**config.mk**
```make
export PLATFORM = sky130hd
export DESIGN_NAME = rsc_reset_control
export DESIGN_NICKNAME = d
export VERILOG_FILES = /design/src/rsc_pkg.sv /design/src/rsc_irq_detect.sv /design/src/rsc_reset_control.sv
export VERILOG_INCLUDE_DIRS = /design/src
export SDC_FILE = /design/constraint.sdc
export NUM_CORES = 1
export LEC_CHECK = 0
export ABC_CLOCK_PERIOD_IN_PS = 5800
export BUFFER_PORTS_ARGS = -buffer_cell sky130_fd_sc_hd__buf_2
export CAP_MARGIN = 20
export CORE_MARGIN = 3
export CORE_UTILIZATION = 25
export DETAILED_ROUTE_END_ITERATION = 16
export PLACE_DENSITY_LB_ADDON = 0.1
export RECOVER_POWER = 100
export SLEW_MARGIN = 40
export SYNTH_ARGS = -nofsm -noshare
export SYNTH_HDL_FRONTEND = slang
export SYNTH_SLANG_ARGS = --single-unit
```
**constraint.sdc**
```tcl
create_clock -name clk -period 5.8 [get_ports clk]
set_input_delay 0.58 -clock clk [delete_from_list [all_inputs] [get_ports clk]]
set_output_delay 0.58 -clock clk [all_outputs]
set_load 0.02 [all_outputs]
```
**src/rsc_cfg.svh**
```systemverilog
// Constants for the reset and system control block.
`ifndef RSC_CFG_SVH
`define RSC_CFG_SVH
`define RSC_ADDR_MISC      4'hC
`define RSC_ADDR_STAT      4'h0
`define RSC_ADDR_IEN       4'h1
`define RSC_ADDR_ICLR      4'h2
`define RSC_BIT_POR        7
`define RSC_BIT_RISE       6
`define RSC_BIT_FALL       5
`define RSC_BIT_GATE       4
`define RSC_BIT_SFA        3
`define RSC_BIT_SFB        2
`define RSC_BIT_SM         1
`define RSC_BIT_WATCHDOG_ENABLE_BIT       0
`define RSC_MISC_RESET     8'h10
`define RSC_POR_SHORT      16
`define RSC_POR_LONG       4064
`define RSC_EXT_MIN_HALF   3
`define RSC_WATCHDOG_ENABLE_BIT_TICKS     8192
`define RSC_WATCHDOG_ENABLE_BIT_PRESCALE  1024
`define RSC_PLM_FAST       256
`define RSC_PLM_SLOW       4096
`define RSC_SLOW_DIV       16
`define RSC_EV_WATCHDOG_ENABLE_BIT        0
`define RSC_EV_EXTRST      1
`define RSC_EV_IRQ         2
`endif

```
**src/rsc_pkg.sv**
```systemverilog
// Types for the reset and system control block.
package rsc_pkg;
    typedef enum logic [1:0] {
        RSC_POR     = 2'b00,
        RSC_PINWAIT = 2'b01,
        RSC_RUN     = 2'b11,
        RSC_EXTRST  = 2'b10
    } rsc_state_e;
endpackage

```
**src/rsc_irq_detect.sv**
```systemverilog
// External interrupt pin synchroniser, edge detector and request latch.
`include "rsc_cfg.svh"
module rsc_irq_detect
    import rsc_pkg::*;
(
    input  wire logic clk,
    input  wire logic rst,
    input  wire logic irqPinN,
    input  wire logic riseSel,
    input  wire logic fallSel,
    input  wire logic gate,
    input  wire logic ack,
    output logic      request,
    output logic      edgeSeen
);
    logic syncA_r, syncB_r, prev_r, latch_r;
    logic latch_nxt, fall, rise, hit;

    always_comb
    begin
        fall = prev_r & ~syncB_r;
        rise = ~prev_r & syncB_r;
        case ({riseSel, fallSel})
            2'b00:   hit = fall | ~syncB_r;
            2'b01:   hit = fall;
            2'b10:   hit = rise;
            default: hit = fall | rise;
        endcase
        hit = hit & gate;
        latch_nxt = latch_r;
        if (ack)
        begin
            latch_nxt = 1'b0;
        end
        if (hit)
        begin
            latch_nxt = 1'b1;
        end
    end

    always_ff @(posedge clk or posedge rst)
    begin
        if (rst)
        begin
            syncA_r <= 1'b1;
            syncB_r <= 1'b1;
            prev_r  <= 1'b1;
            latch_r <= 1'b0;
        end
        else
        begin
            syncA_r <= irqPinN;
            syncB_r <= syncA_r;
            prev_r  <= syncB_r;
            latch_r <= latch_nxt;
        end
    end

    assign request  = latch_r;
    assign edgeSeen = hit;
endmodule

```
**src/rsc_reset_control.sv**
```systemverilog
// Reset sequencer, miscellaneous control register and interrupt pending.
//
// Our own choice: the strobed register port.
`include "rsc_cfg.svh"
// Notes on behaviour
// Power-up reset held for delay after clock.
// Delay is 16 or 4064 cycles option.
// Stay in reset while pin low.
// Pin low one and half cycles resets; the code needs the synchronised pin low for three clock cycles.
// Bit 7 reads power-up reset flag.
// Bits 6,5 choose interrupt pin sensitivity.
// Bit 4 gates interrupt; resets to one.
// Bit 3 picks modulator A period.
// Bit 2 picks modulator B period.
// Bit 1 divides system clock by sixteen.
// Bit 0 shows and controls watchdog enable.
// Watchdog timeout resets all, clears enable.
// Masked requests stay pending until unmasked; the timer request is not latched here.
// Pin synchronised, latched, cleared on service.
// Slow select cleared by resets, stop.
// Writing one starts or kicks watchdog.
// Edges from successive samples; level repeats.
module rsc_reset_control
    import rsc_pkg::*;
#(
    parameter int PorDelay   = `RSC_POR_LONG,
    parameter int WdogPeriod = `RSC_WATCHDOG_ENABLE_BIT_TICKS * `RSC_WATCHDOG_ENABLE_BIT_PRESCALE
)
(
    input  wire logic       clk,
    input  wire logic       rst,
    input  wire logic       resetPinN,
    input  wire logic       irqPinN,
    input  wire logic       cpuMask,
    input  wire logic       irqAck,
    input  wire logic       timerReq,
    input  wire logic       stopEntry,
    input  wire logic [3:0] regAddr,
    input  wire logic [7:0] regWdata,
    input  wire logic       regWr,
    input  wire logic       regRd,
    output logic      [7:0] regRdata,
    output logic            sysReset,
    output logic            extIrqPending,
    output logic            timerIrqPending,
    output logic            plmAPeriodSlow,
    output logic            plmBPeriodSlow,
    output logic            cpuClkEn,
    output logic            irqOut
);
    rsc_state_e state_r, state_nxt;
    logic [12:0] porCnt_r, porCnt_nxt;
    logic [1:0]  pinLowCnt_r, pinLowCnt_nxt;
    logic [22:0] wdogCnt_r, wdogCnt_nxt;
    logic [3:0]  divCnt_r, divCnt_nxt;
    logic [7:0]  misc_r, misc_nxt;
    logic [2:0]  stat_r, stat_nxt, ien_r, ien_nxt;
    logic [7:0]  rdata_r, rdata_nxt;
    logic        pinA_r, pinB_r;
    logic        sysReset_r, sysReset_nxt, porFlag_r, porFlag_nxt;
    logic        extPend_r, extPend_nxt, tmrPend_r, tmrPend_nxt;
    logic        clkEn_r, clkEn_nxt, irqOut_r, irqOut_nxt;
    logic        wdogFire, extReq, irqEdge, softRst;

    rsc_irq_detect u_irq (
        .clk      (clk),
        .rst      (rst),
        .irqPinN  (irqPinN),
        .riseSel  (misc_r[`RSC_BIT_RISE]),
        .fallSel  (misc_r[`RSC_BIT_FALL]),
        .gate     (misc_r[`RSC_BIT_GATE]),
        .ack      (irqAck),
        .request  (extReq),
        .edgeSeen (irqEdge)
    );

    always_comb
    begin
        state_nxt     = state_r;
        porCnt_nxt    = porCnt_r;
        pinLowCnt_nxt = pinB_r ? 2'h0 : pinLowCnt_r;
        porFlag_nxt   = porFlag_r;
        wdogFire      = misc_r[`RSC_BIT_WATCHDOG_ENABLE_BIT] &&
                        wdogCnt_r == 23'(WdogPeriod - 1);
        softRst       = wdogFire ||
                        (stopEntry && misc_r[`RSC_BIT_WATCHDOG_ENABLE_BIT]);
        if (!pinB_r && pinLowCnt_r != 2'(`RSC_EXT_MIN_HALF))
        begin
            pinLowCnt_nxt = pinLowCnt_r + 2'h1;
        end
        case (state_r)
            RSC_POR:
            begin
                porCnt_nxt = porCnt_r + 13'h1;
                if (porCnt_r == 13'(PorDelay - 1))
                begin
                    state_nxt = pinB_r ? RSC_RUN : RSC_PINWAIT;
                end
            end
            RSC_PINWAIT:
            begin
                if (pinB_r)
                begin
                    state_nxt   = RSC_RUN;
                    porFlag_nxt = 1'b0;
                end
            end
            RSC_RUN:
            begin
                porFlag_nxt = 1'b0;
                if (pinLowCnt_r == 2'(`RSC_EXT_MIN_HALF))
                begin
                    state_nxt = RSC_EXTRST;
                end
                else if (softRst)
                begin
                    state_nxt = RSC_EXTRST;
                end
            end
            RSC_EXTRST:
            begin
                if (pinB_r)
                begin
                    state_nxt = RSC_RUN;
                end
            end
            default:
            begin
                state_nxt = RSC_POR;
            end
        endcase
        sysReset_nxt = state_nxt != RSC_RUN;
    end

    always_comb
    begin
        misc_nxt  = misc_r;
        stat_nxt  = stat_r;
        ien_nxt   = ien_r;
        rdata_nxt = 8'h00;
        wdogCnt_nxt = misc_r[`RSC_BIT_WATCHDOG_ENABLE_BIT] ? wdogCnt_r + 23'h1 : 23'h0;
        if (regWr && regAddr == `RSC_ADDR_MISC)
        begin
            misc_nxt[6:1] = regWdata[6:1];
            if (regWdata[`RSC_BIT_WATCHDOG_ENABLE_BIT])
            begin
                misc_nxt[`RSC_BIT_WATCHDOG_ENABLE_BIT] = 1'b1;
                wdogCnt_nxt = 23'h0;
            end
        end
        if (regWr && regAddr == `RSC_ADDR_IEN)
        begin
            ien_nxt = regWdata[2:0];
        end
        if (regWr && regAddr == `RSC_ADDR_ICLR)
        begin
            stat_nxt = stat_r & ~regWdata[2:0];
        end
        if (stopEntry)
        begin
            misc_nxt[`RSC_BIT_SM] = 1'b0;
        end
        if (sysReset_r)
        begin
            misc_nxt    = `RSC_MISC_RESET;
            wdogCnt_nxt = 23'h0;
        end
        misc_nxt[`RSC_BIT_POR] = porFlag_nxt;
        stat_nxt[`RSC_EV_WATCHDOG_ENABLE_BIT] = stat_nxt[`RSC_EV_WATCHDOG_ENABLE_BIT] | wdogFire;
        stat_nxt[`RSC_EV_EXTRST] = stat_nxt[`RSC_EV_EXTRST] |
            (state_r == RSC_RUN && pinLowCnt_r == 2'(`RSC_EXT_MIN_HALF));
        stat_nxt[`RSC_EV_IRQ] = stat_nxt[`RSC_EV_IRQ] | irqEdge;
        if (regRd)
        begin
            case (regAddr)
                `RSC_ADDR_MISC: rdata_nxt = misc_r;
                `RSC_ADDR_STAT: rdata_nxt = {5'h00, stat_r};
                `RSC_ADDR_IEN:  rdata_nxt = {5'h00, ien_r};
                default:        rdata_nxt = 8'h00;
            endcase
        end
        irqOut_nxt  = |(stat_nxt & ien_nxt);
        // The external request stays latched while masked and surfaces when it clears; the timer request is not latched.
        extPend_nxt = extReq & ~cpuMask;
        tmrPend_nxt = timerReq & ~cpuMask;
        clkEn_nxt   = 1'b1;
        divCnt_nxt  = 4'h0;
        if (misc_r[`RSC_BIT_SM])
        begin
            divCnt_nxt = divCnt_r + 4'h1;
            clkEn_nxt  = divCnt_r == 4'(`RSC_SLOW_DIV - 1);
        end
    end

    always_ff @(posedge clk or posedge rst)
    begin
        if (rst)
        begin
            state_r     <= RSC_POR;
            porCnt_r    <= 13'h0;
            pinLowCnt_r <= 2'h0;
            pinA_r      <= 1'b0;
            pinB_r      <= 1'b0;
            porFlag_r   <= 1'b1;
            sysReset_r  <= 1'b1;
            wdogCnt_r   <= 23'h0;
            divCnt_r    <= 4'h0;
            misc_r      <= `RSC_MISC_RESET | 8'h80;
            stat_r      <= 3'h0;
            ien_r       <= 3'h0;
            rdata_r     <= 8'h00;
            extPend_r   <= 1'b0;
            tmrPend_r   <= 1'b0;
            clkEn_r     <= 1'b1;
            irqOut_r    <= 1'b0;
        end
        else
        begin
            pinA_r      <= resetPinN;
            pinB_r      <= pinA_r;
            state_r     <= state_nxt;
            porCnt_r    <= porCnt_nxt;
            pinLowCnt_r <= pinLowCnt_nxt;
            porFlag_r   <= porFlag_nxt;
            sysReset_r  <= sysReset_nxt;
            wdogCnt_r   <= wdogCnt_nxt;
            divCnt_r    <= divCnt_nxt;
            misc_r      <= misc_nxt;
            stat_r      <= stat_nxt;
            ien_r       <= ien_nxt;
            rdata_r     <= rdata_nxt;
            extPend_r   <= extPend_nxt;
            tmrPend_r   <= tmrPend_nxt;
            clkEn_r     <= clkEn_nxt;
            irqOut_r    <= irqOut_nxt;
        end
    end

    assign regRdata        = rdata_r;
    assign sysReset        = sysReset_r;
    assign extIrqPending   = extPend_r;
    assign timerIrqPending = tmrPend_r;
    assign plmAPeriodSlow  = misc_r[`RSC_BIT_SFA];
    assign plmBPeriodSlow  = misc_r[`RSC_BIT_SFB];
    assign cpuClkEn        = clkEn_r;
    assign irqOut          = irqOut_r;
endmodule

```
# Yosys cells after proc, flatten, opt, wreduce, memory -nomap -nowiden
# Cells that the tools add are included.
[totals]
reg_bits = 77
input_bits = 22
out_inout_bits = 15
word_cells = 107
[classes]
add_sub_neg = 4
eq_ne = 15
muxes = 27
n_bitwise = 16
reduce_logical = 22
[op_table]
columns = ["cell", "n"]
rows = [
  ["$mux 23", 4],
  ["$pmux 8 s3", 1],
  ["$add 23x1->23 const B", 1],
  ["$eq 23x23->1 const B", 1],
  ["$mux 2", 7],
  ["$mux 7", 2],
  ["$add 13x1->13 const B", 1],
  ["$eq 13x12->1 const B", 1],
  ["$reduce_bool 2->1", 5],
  ["$eq 2x2->1 const B", 4],
  ["$eq 4x4->1 const B", 2],
  ["$mux 8", 1],
  ["$logic_and 1x1->1", 7],
  ["$and 3x3->3", 2],
  ["$mux 1", 6],
  ["$mux 3", 2],
  ["$ne 2x2->1 const B", 3],
  ["$pmux 2 s3", 1],
  ["$and 1x1->1", 5],
  ["$or 1x1->1", 5],
  ["$add 4x1->4 const B", 1],
  ["$eq 2x1->1 const B", 2],
  ["$eq 4x1->1 const B", 1],
  ["$eq 4x2->1 const B", 1],
  ["14 further kinds", 18],
]

# Logic depth before layout (Yosys ltp)
# Gate-level depths: netlist of run 1.
[logic_depth]
depth_word = 8
mapped_depth = 7

# Hierarchy
# Synthesis of run 1 repeated with hierarchy kept, for this count alone.
[hier_totals]
hier_cells = 328
hier_area_um2 = 3577.2
[by_module_without_submodules]
columns = ["module", "n_inst", "cells_each", "area_each_um2", "seq_area_each_um2"]
rows = [
  ["rsc_reset_control", 1, 309, 3354.5, 1831.8],
  ["rsc_irq_detect", 1, 19, 222.7, 103.8],
]

# Least setup slack after synthesis of run 1
# Ideal clock, no wire load.
[synth_path]
path_type = "reg2reg"
from = "register wdogCnt_r[0]"
to = "register irqOut_r, in the netlist irqOut"
setup_ps = 126
arrival_time_ps = 1592
path_slack_ps = 4082
stages_incl_launch_ff = 7
n_path_buf = 1
path_cell_list = "dfrtp_1 -> ha_1 -> and2_1 -> and4_1 -> buf_6 -> a31o_1 -> a221o_1"
[synth_via]
elab_chain_cells = 5
[synth_lines]
columns = ["item", "line_no", "rtl"]
rows = [
  ["start: declaration", "rsc_reset_control.sv:54", "logic [22:0] wdogCnt_r, wdogCnt_nxt;"],
  ["start signal: assignment", "rsc_reset_control.sv:226", "wdogCnt_r <= wdogCnt_nxt;"],
  ["$eq 23x23->1", "rsc_reset_control.sv:84", "wdogCnt_r == 23'(WdogPeriod - 1);"],
  ["$logic_and 1x1->1", "rsc_reset_control.sv:83", "wdogFire = misc_r[`RSC_BIT_WATCHDOG_ENABLE_BIT] &&"],
  ["$or 1x1->1", "rsc_reset_control.sv:169", "stat_nxt[`RSC_EV_WATCHDOG_ENABLE_BIT] = stat_nxt[`RSC_EV_WATCHDOG_ENABLE_BIT] | wdogFire;"],
  ["named net stat_nxt[0]", "rsc_reset_control.sv:57", "logic [2:0] stat_r, stat_nxt, ien_r, ien_nxt;"],
  ["$and 3x3->3", "rsc_reset_control.sv:182", "irqOut_nxt = |(stat_nxt & ien_nxt);"],
  ["$reduce_or 3->1", "rsc_reset_control.sv:182", ""],
  ["named net irqOut_nxt", "rsc_reset_control.sv:62", "logic clkEn_r, clkEn_nxt, irqOut_r, irqOut_nxt;"],
  ["end signal: assignment", "rsc_reset_control.sv:235", "irqOut_r <= irqOut_nxt;"],
  ["end: declaration", "rsc_reset_control.sv:62", ""],
]
# The timed path passes the listed nets, and every way through them passes these cells.
# A chain may end at the register's enable or synchronous reset.

# Worst setup path in the final report of run 1
[layout_path]
from = "input regAddr[0]"
to = "register wdogCnt_r[15]"
[layout_via]
elab_chain_cells = 4
[layout_lines]
columns = ["item", "line_no", "rtl"]
rows = [
  ["start: declaration", "rsc_reset_control.sv:38", "input wire logic [3:0] regAddr,"],
  ["$eq 4x4->1", "-", ""],
  ["$logic_and 1x1->1 (no line)", "-", ""],
  ["$mux 23", "rsc_reset_control.sv:142", "if (regWr && regAddr == `RSC_ADDR_MISC)"],
  ["$mux 23", "rsc_reset_control.sv:163", "if (sysReset_r)"],
  ["named net wdogCnt_nxt[15]", "rsc_reset_control.sv:54", ""],
]
# The timed path passes the listed nets, and every way through them passes these cells.

==> results of run 1 <==
-- synthesized netlist by cell type (all sizes together), types with 6 or more instances --
library cell and instances:
nor2 33, nor3 9, mux2 6, dfrtp 70
a21oi 7, nand3 16, nand2 26, ha 11
and3 8, inv 14, and2 8, nand4 11
nor2b 7, xnor2 15, dfstp 7, xor2 21
-- worst max-delay path, stage by stage --
cell and delay (ns):
clkbuf_1 0.18, nor3_1 1.20, nand3_1 0.27, nand3b_1 0.47
clkbuf_1 0.52, nor2_1 0.11
-- kinds of logic after synthesis --
logic type                 count (synthesis)  share of synthesized area
AOI/OAI and AO/OA                         23                     0.0464
DFF                                       77                      0.561
buffers and inverters                     20                     0.0247
xor gates and xnor gates                  36                     0.0914
muxes                                     10                     0.0323
and+or+nand+nor                          131                      0.204
adders and majority gates                 11                     0.0399
-- sequential cells by signal (all words and copies together), names as in the netlist, 2 cells and up --
signal	cells
ien_r	3
stat_r	3
pinLowCnt_r	2
regRdata	8
porCnt_r	13
wdogCnt_r	23
state_r	2
misc_r	8
divCnt_r	4
-- area by class of cell --
| cell class | instances | area [sq um] |
|---|---|---|
| clock buffer | 13 | 270 |
| tap | 176 | 220 |
| inverter | 14 | 53.8 |
| timing repair buffer | 37 | 170 |
| sequential | 77 | 1940 |
| clock inverter | 3 | 42.5 |
| fill | 1435 | 9260 |
| multi-input combinational | 211 | 1400 |
-- power breakdown --
group,switching (mW),internal (mW),total [mW]
Sequential,0.00694,0.553,0.560
Clock,0.212,0.368,0.579
Combinational,0.0378,0.0229,0.0607
-- metal layers --
metal	track usage	routed length, microns
met1	0.137	3560
met2	0.150	3000
met3	0.0302	357
met4	0.0498	131
met5	0	0
-- layout by cell type (no fill, tap or decap), drive strengths merged, types with 3 or more instances in the layout --
cell / netlist / layout
nand2: 26 / 26
nor3: 9 / 9
buf: 4 / 20
and2: 8 / 8
clkbuf: 2 / 30
and4: 5 / 5
ha: 11 / 11
mux2i: 4 / 4
dfrtp: 70 / 70
nand3: 16 / 16
inv: 14 / 13
nor2b: 7 / 7
o21ai: 4 / 4
nor2: 33 / 33
a21oi: 7 / 7
mux2: 6 / 6
dfstp: 7 / 7
a22oi: 3 / 3
and3: 8 / 8
nand4: 11 / 11
xnor2: 15 / 15
xor2: 21 / 21
-- path summary, 6_finish.rpt --
check / from / end / slack [ns] / cells after the start
min: irqPinN / u_irq.syncA_r / 0.35 / 1
min in group asynchronous: rst / porCnt_r[1] / 0.43 / 3
max in group asynchronous: rst / pinB_r / 4.82 / 3
max reg2reg: sysReset / wdogCnt_r[15] / 3.81 / 3
min reg2reg: pinA_r / pinB_r / 0.35 / 0
max: regAddr[0] / wdogCnt_r[15] / 2.66 / 6
-- stage by stage --
stage / cells / util / power (mW)
6_report: 531 / 0.306 / 1.20
5_1_grt: 531 / 0.306 / 1.26
4_1_cts: 531 / 0.310 / 1.23
3_5_place_dp: 515 / 0.287 / 0.636
3_3_place_gp: 514 / 0.286 / 0.636
2_1_floorplan: 308 / - / 0.609
==> results.cfg, run 1 <==
[yosys]
synth_top_area_cell = dfrtp_1
mappedNetlistArea_sq_um = 3450
synth-main-ff-cell = dfrtp_1
synth_warnings = 0
syn_avg_cell_area_sq_um = 11.2
synth_enable_flop_cells = 0
seq_area_frac_synth = 0.561
synthDistinctLibCells = 48
syn_nets = 341
postSynthCellCount = 308
synth_area_leaders = dfrtp_1 (51%), dfstp_2 (5.3%), xor2_1 (5.3%)
share_of_flip_flops_with_an_asynchronous_set_or_reset_after_synthesis = 1.00
synth.top_cell.area_share = 0.508
ys_seq_elements = 77

[placement]
portbufs = 35
globalplace.congestion = 0.727
post-place-ws_ns = 3.15
detailedPlacementHpwl_mm = 4.81
place_area_sq_um = 3830

[clock_network]
hold_buffers = 0
ctsResizeCount = 0
clk_latency_ns = 0.33
tritoncts = done
numCtsBuffers = 9
cts_max_path_buffers = 2
cts.clk_slew.worst_paths_ns = 0.06
htree_levels = 3
root_buffer = clkbuf_16
tritoncts_num_sinks = 77
postCtsSetupBuffers = 0

[sta]
timing.clock.skew_ns = 0.00416
setup_viol_count_final = 0
worst_slew_margin_rel = 0.0115
grt_setup_unrepaired = false
hold_viol = 0
finalWorstPathRequiredPeriod_ns = 3.14
achievable-frequency_mhz = 318
period_share = 0.542
slew_violations = 0
totalNegativeSetupSlack_ns = 0
setup_slack_ns = 2.66
final.hold.worst_slack_ns = 0.348
tightest_pin_transition_ns = 1.47

[detailed_routing]
wl_per_cell_microns = 13.3
drt_first_iter_violations = 161
final_antenna_net_count = 0
route.final.wire_length_mm = 7.05
iteration_count_of_the_initial_detailed_routing_pass = 4
routed-via-count = 2266
viasPerCell = 4.27
drc_violations = 0

[hold_path]
timing.hold.worst.class = input port to flip-flop

[grt]
grt.total_usage = 0.102
grt_pass1_wl_mm = 11.9
total_gr_overflow = 0
grt_antenna_before_repair = 0
vias_in_the_first_global_route = 2467
largest_net_degree_at_the_start_of_global_routing = 78

[floorplanning]
floorplan.die_area_sq_um = 15200
core_area_sq_um = 13300
rows = 42
start_util = 0.258
io_pins = 37
fp.dieW_microns = 123
dieHeight_microns = 123

[power]
power_density_nw_per_um2 = 294
power.leakage_nw = 1.71
irDropWorstVdd_v = 0.000121

[layout]
synthToLayoutAreaGrowth_pct = 18.5
post_route_cells_drive_above_1_share = 0.138
post_route_cell_area_sq_um = 4090
finalNetCount = 383
antenna_cells = 0

[critical_path]
critical_path_sink_type = flip-flop
timing.critical_path.required_ns = 5.99
timing_worst_setup_path_type = input port to flip-flop
cp_arrival_ns = 3.33
crit_path_max_fanout = 15
timing.critical_path.from_type = input port

[job]
count_of_max_cap_constraint_violations = 1

[status]
status = finished, violations left
failed_checks = max-capacitance violations
Note: power is estimated with default switching activity, not from simulation.
==> inputs of run 2 (changes only) <==
--- a/config.mk
+++ b/config.mk
@@ -6,7 +6,7 @@
 export SDC_FILE = /design/constraint.sdc
 export NUM_CORES = 1
 export LEC_CHECK = 0
-export ABC_CLOCK_PERIOD_IN_PS = 5800
+export ABC_CLOCK_PERIOD_IN_PS = 2900
 export BUFFER_PORTS_ARGS = -buffer_cell sky130_fd_sc_hd__buf_2
 export CAP_MARGIN = 20
 export CORE_MARGIN = 3
==> constraint.sdc (replaced) <==
create_clock -name clk -period 2.9 [get_ports clk]
set_input_delay 0.29 -clock clk [delete_from_list [all_inputs] [get_ports clk]]
set_output_delay 0.29 -clock clk [all_outputs]
set_load 0.02 [all_outputs]
==> run 2 against run 1 <==
Compared with the run above: the flow finishes with violations (max-capacitance violations, max-slew violations); core utilization decreased by 0.19 points; global-route usage is 0.46 points higher; non-clock buffer count is 1 higher.
==> results.cfg, run 2 (same netlist as run 1, synthesis figures left out) <==
[sta]
setup_viol_count_final = 0
period_share = 0.687
totalNegativeSetupSlack_ns = 0
achievable-frequency_mhz = 502
setup_slack_ns = 0.908
final.hold.worst_slack_ns = 0.0466
slew_violations = 36
timing.clock.skew_ns = 0.00685
tightest_pin_transition_ns = 1.70
finalWorstPathRequiredPeriod_ns = 1.99
hold_viol = 0
worst_slew_margin_rel = -0.142
grt_setup_unrepaired = false

[floorplanning]
core_area_sq_um = 13300
fp.dieW_microns = 123
dieHeight_microns = 123
floorplan.die_area_sq_um = 15200
io_pins = 37
rows = 42
start_util = 0.258

[critical_path]
timing.critical_path.required_ns = 3.08
crit_path_max_fanout = 23
timing.critical_path.from_type = flip-flop
critical_path_sink_type = flip-flop
worst_flop_to_flop_path_endpoint = wdogCnt_r[21]
worst_r2r_path_depth = 3
r2r_start = sysReset
critical_path.slowest_cell = clkbuf_1
worst_path_max_stage_delay_ns = 0.78
worst_setup_slack_for_register_to_register_paths_ns = 0.91
timing_worst_setup_path_type = flip-flop to flip-flop
crit_path_cell_trace = nand3b_1, clkbuf_1, nor2_1
cpLargestDelayFamily = buffers and inverters
cp_arrival_ns = 2.17
path_buf_inv = 1

[detailed_routing]
wl_per_cell_microns = 13.4
viasPerCell = 4.26
iteration_count_of_the_initial_detailed_routing_pass = 3
routed-via-count = 2268
drt_first_iter_violations = 102
drc_violations = 0
final_antenna_net_count = 0
route.final.wire_length_mm = 7.12

[power]
power_density_nw_per_um2 = 564
irDropWorstVdd_v = 0.000289
power.leakage_nw = 1.71
finalPower_mw = 2.29

[layout]
reg.largest.list = wdogCnt_r x23, porCnt_r x13
antenna_cells = 0
synthToLayoutAreaGrowth_pct = 17.8
instances_no_fill = 532
finalNetCount = 384
post_route_cells_drive_above_1_share = 0.129
largest_reg_by_ff_count = wdogCnt_r
max_ffs_per_register = 23
mostFrequentLayoutCells = dfrtp_1 (70), nor2_1 (32), nand2_1 (26)
final_common_cell = dfrtp_1
num-fill-cells = 1424

[job]
count_of_max_cap_constraint_violations = 1

[status]
failed_checks = max-capacitance violations, max-slew violations
status = finished, violations left

[hold_path]
timing.hold.worst.class = input port to flip-flop
hp-start = irqPinN
min_to = u_irq.syncA_r
worstHoldPathCells = 1

[clock_network]
tritoncts = done
cts_max_path_buffers = 2
postCtsSetupBuffers = 0
htree_levels = 3
cts.clk_slew.worst_paths_ns = 0.06
tritoncts_num_sinks = 77
hold_buffers = 0
clk_latency_ns = 0.34
ctsResizeCount = 0
numCtsBuffers = 9
root_buffer = clkbuf_16

[placement]
post-place-ws_ns = 1.04
detailedPlacementHpwl_mm = 4.95
placed_cells = 516
globalplace.congestion = 0.731
portbufs = 35

[grt]
grt.total_usage = 0.107
largest_net_degree_at_the_start_of_global_routing = 43
vias_in_the_first_global_route = 2365
grt_pass1_wl_mm = 12.2
grt_antenna_before_repair = 0
total_gr_overflow = 0
run 2: cell types whose count changed in the layout (fill, tap and decap cells not counted), sizes merged:
cell,change
clkbuf,+3
bufinv,-1
clkinvlp,-1
run 2: through the flow:
| stage | util | cell area (sq um) |
|---|---|---|
| global route | 0.304 | 4060 |
| CTS | 0.309 | 4120 |
| detailed placement | 0.288 | 3850 |
| global placement | 0.288 | 3850 |
| floorplan | - | 3450 |
| finish | 0.304 | 4060 |
run 2: where the power goes:
group / total [mW] / internal [mW] / switching, mW
clock: 1.05 / 0.626 / 0.421
sequential: 1.12 / 1.11 / 0.0140
combinational: 0.123 / 0.0475 / 0.0756
total: 2.29 / 1.78 / 0.511
run 2: cell type report:
class / count / area (sq um) / share of cell area
Clock buffer: 15 / 268 / 0.0659
Clock inverter: 1 / 5.00 / 0.00123
Inverter: 14 / 53.8 / 0.0132
Multi-Input combinational cell: 211 / 1400 / 0.344
Sequential cell: 77 / 1940 / 0.476
Tap cell: 176 / 220 / 0.0542
Timing Repair Buffer: 38 / 183 / 0.0450
run 2: worst max-delay path by stage:
| stage | depth (start not counted) | start | slack [ns] | endpoint |
|---|---|---|---|---|
| 6_report | 3 | sysReset | 0.91 | wdogCnt_r[21] |
| 3_3_place_gp | 5 | wdogCnt_r[0] | 1.07 | irqOut |
| 2_1_floorplan | 1 | rst | 0.65 | divCnt_r[0] |
| 4_1_cts | 5 | wdogCnt_r[0] | 1.03 | irqOut |
| 5_1_grt | 3 | sysReset | 0.66 | wdogCnt_r[21] |
| 3_5_place_dp | 5 | wdogCnt_r[0] | 1.04 | irqOut |
run 2: per-layer routing:
| layer | global-route usage | share of wire |
|---|---|---|
| met1 | 0.134 | 0.48 |
| met2 | 0.156 | 0.43 |
| met3 | 0.0476 | 0.066 |
| met4 | 0.0519 | 0.022 |
| met5 | 0 | 0 |
==> inputs of run 3 (changes only) <==
--- a/config.mk
+++ b/config.mk
@@ -6,7 +6,7 @@
 export SDC_FILE = /design/constraint.sdc
 export NUM_CORES = 1
 export LEC_CHECK = 0
-export ABC_CLOCK_PERIOD_IN_PS = 2900
+export ABC_CLOCK_PERIOD_IN_PS = 1930
 export BUFFER_PORTS_ARGS = -buffer_cell sky130_fd_sc_hd__buf_2
 export CAP_MARGIN = 20
 export CORE_MARGIN = 3
==> constraint.sdc (replaced) <==
create_clock -name clk -period 1.93 [get_ports clk]
set_input_delay 0.193 -clock clk [delete_from_list [all_inputs] [get_ports clk]]
set_output_delay 0.193 -clock clk [all_outputs]
set_load 0.02 [all_outputs]
==> run 3 against run 2 <==
Compared with the run above: the flow now finishes without violations; flip-flop and latch count did not move; non-clock buffer count is 7 higher; sequential share of layout area fell by 0.95 points; global-route usage decreased by 0.63 points; worst setup slack worse by 0.74 ns; clock skew decreased by 0.0015 ns; critical endpoint is now irqOut.
==> results.cfg, run 3 (same netlist as run 1, synthesis figures left out) <==
[critical_path]
cp_arrival_ns = 1.97
timing.critical_path.required_ns = 2.14
worst_path_max_stage_delay_ns = 0.43
critical_path_sink_type = flip-flop
timing.critical_path.from_type = flip-flop
r2r_start = wdogCnt_r[0]
critical_path.slowest_cell = dfrtp_1
crit_path_max_fanout = 6
timing_worst_setup_path_type = flip-flop to flip-flop
crit_path_cell_trace = ha_1, and2_0, and4_1, a31o_1, a221o_1
critPathLaunch = wdogCnt_r[0]
worst_setup_slack_for_register_to_register_paths_ns = 0.17

[grt]
vias_in_the_first_global_route = 2326
total_gr_overflow = 0
grt_antenna_before_repair = 0
grt_pass1_wl_mm = 11.7
grt.total_usage = 0.100
largest_net_degree_at_the_start_of_global_routing = 25

[floorplanning]
floorplan.die_area_sq_um = 15200
fp.dieW_microns = 123
dieHeight_microns = 123
start_util = 0.258
io_pins = 37
rows = 42
core_area_sq_um = 13300

[placement]
portbufs = 35
globalplace.congestion = 0.731
detailedPlacementHpwl_mm = 5.09

[sta]
worst_slew_margin_rel = 0.452
finalWorstPathRequiredPeriod_ns = 1.76
tightest_pin_transition_ns = 0.818
slew_violations = 0
setup_viol_count_final = 0
achievable-frequency_mhz = 569
hold_viol = 0
period_share = 0.911
grt_setup_unrepaired = false
totalNegativeSetupSlack_ns = 0
timing.clock.skew_ns = 0.00537

[layout]
reg.largest.list = wdogCnt_r x23, porCnt_r x13
synthToLayoutAreaGrowth_pct = 20.2
final_util = 0.311
mostFrequentLayoutCells = dfrtp_1 (70), nor2_1 (32), nand2_1 (26)
final_common_cell = dfrtp_1
num-fill-cells = 1396
post_route_cells_drive_above_1_share = 0.152
max_ffs_per_register = 23
finalNetCount = 391
largest_reg_by_ff_count = wdogCnt_r
antenna_cells = 0

[detailed_routing]
drt_first_iter_violations = 142
final_antenna_net_count = 0
drc_violations = 0
routed-via-count = 2291
wl_per_cell_microns = 13.0
route.final.wire_length_mm = 7.01
viasPerCell = 4.25
iteration_count_of_the_initial_detailed_routing_pass = 4

[status]
status = finished, final reports clean

[hold_path]
timing.hold.worst.class = input port to flip-flop
hp-start = cpuMask

[clock_network]
ctsResizeCount = 0
cts.clk_slew.worst_paths_ns = 0.06
cts_max_path_buffers = 2
clk_latency_ns = 0.33
root_buffer = clkbuf_16
htree_levels = 3
tritoncts = done
tritoncts_num_sinks = 77
numCtsBuffers = 9

[job]
count_of_max_cap_constraint_violations = 0

[power]
power.leakage_nw = 1.74
irDropWorstVdd_v = 0.000405
finalPower_mw = 3.65
power_density_nw_per_um2 = 881
run 3: cell count changes in the layout (fill, tap and decap cells not counted), moves of 2 or more:
cell	delta
and2_0	-2
and2_1	+2
bufinv_16	+2
clkbuf_1	-4
clkbuf_2	+4
clkbuf_8	-2
clkinv_2	+2
clkinvlp_4	+2
dlygate4sd3_1	+3
run 3: final cells by class:
| class | count | area, sq um | share of cell area |
|---|---|---|---|
| Clock inverter | 7 | 90.1 | 0.0217 |
| Sequential cell | 77 | 1940 | 0.467 |
| Tap cell | 176 | 220 | 0.0531 |
| Clock buffer | 9 | 225 | 0.0543 |
| Inverter | 14 | 53.8 | 0.0130 |
| Multi-Input combinational cell | 211 | 1400 | 0.338 |
| Timing Repair Buffer | 45 | 220 | 0.0531 |
run 3: worst paths after layout:
check,endpoint,cells after the start
hold / removal,timerIrqPending,2
setup / recovery,irqOut,5
hold reg to reg,pinB_r,0
min in group asynchronous,wdogCnt_r[21],3
max in group asynchronous,misc_r[2],4
setup reg to reg,irqOut,5
run 3: metrics by stage:
stage | worst slack (ns) | std cells | hold slack (ns) | area, sq um
4_1_cts | 0.165 | 539 | 0.00925 | 4210
3_3_place_gp | 0.209 | 520 | 0.214 | 3870
5_1_grt | 0.0382 | 539 | 0.0296 | 4150
3_5_place_dp | 0.169 | 520 | 0.218 | 3870
6_report | 0.173 | 539 | 0.0223 | 4150
2_1_floorplan | 0.212 | 308 | 0.197 | 3450
run 3: layer usage:
layer | vias up | routed length, microns | global-route usage
li1 | 1149 | - | -
met1 | 1090 | 3430 | 0.136
met2 | 42 | 3100 | 0.147
met3 | 10 | 354 | 0.0233
met4 | 0 | 129 | 0.0581
met5 | - | 0 | 0
run 3: what timing repair did:
action / 4_1_cts / 5_1_grt
hold buffers: 3 / 0
setup endpoints to repair: 0 / 0
buffers inserted: 0 / 0
hold endpoints to repair: 18 / 0
run 3: power by group:
group	total, mW	internal (mW)	switching (mW)
combinational	0.187	0.0731	0.114
sequential	1.69	1.66	0.0221
clock	1.78	1.12	0.656
total	3.65	2.86	0.792
run 3: critical path, delay by kind of cell (launching register included):
kind | cells | cell delay (ns)
compound gates | 2 | 0.56
flops | 1 | 0.43
simple gates | 2 | 0.40
fa+ha+maj | 1 | 0.26
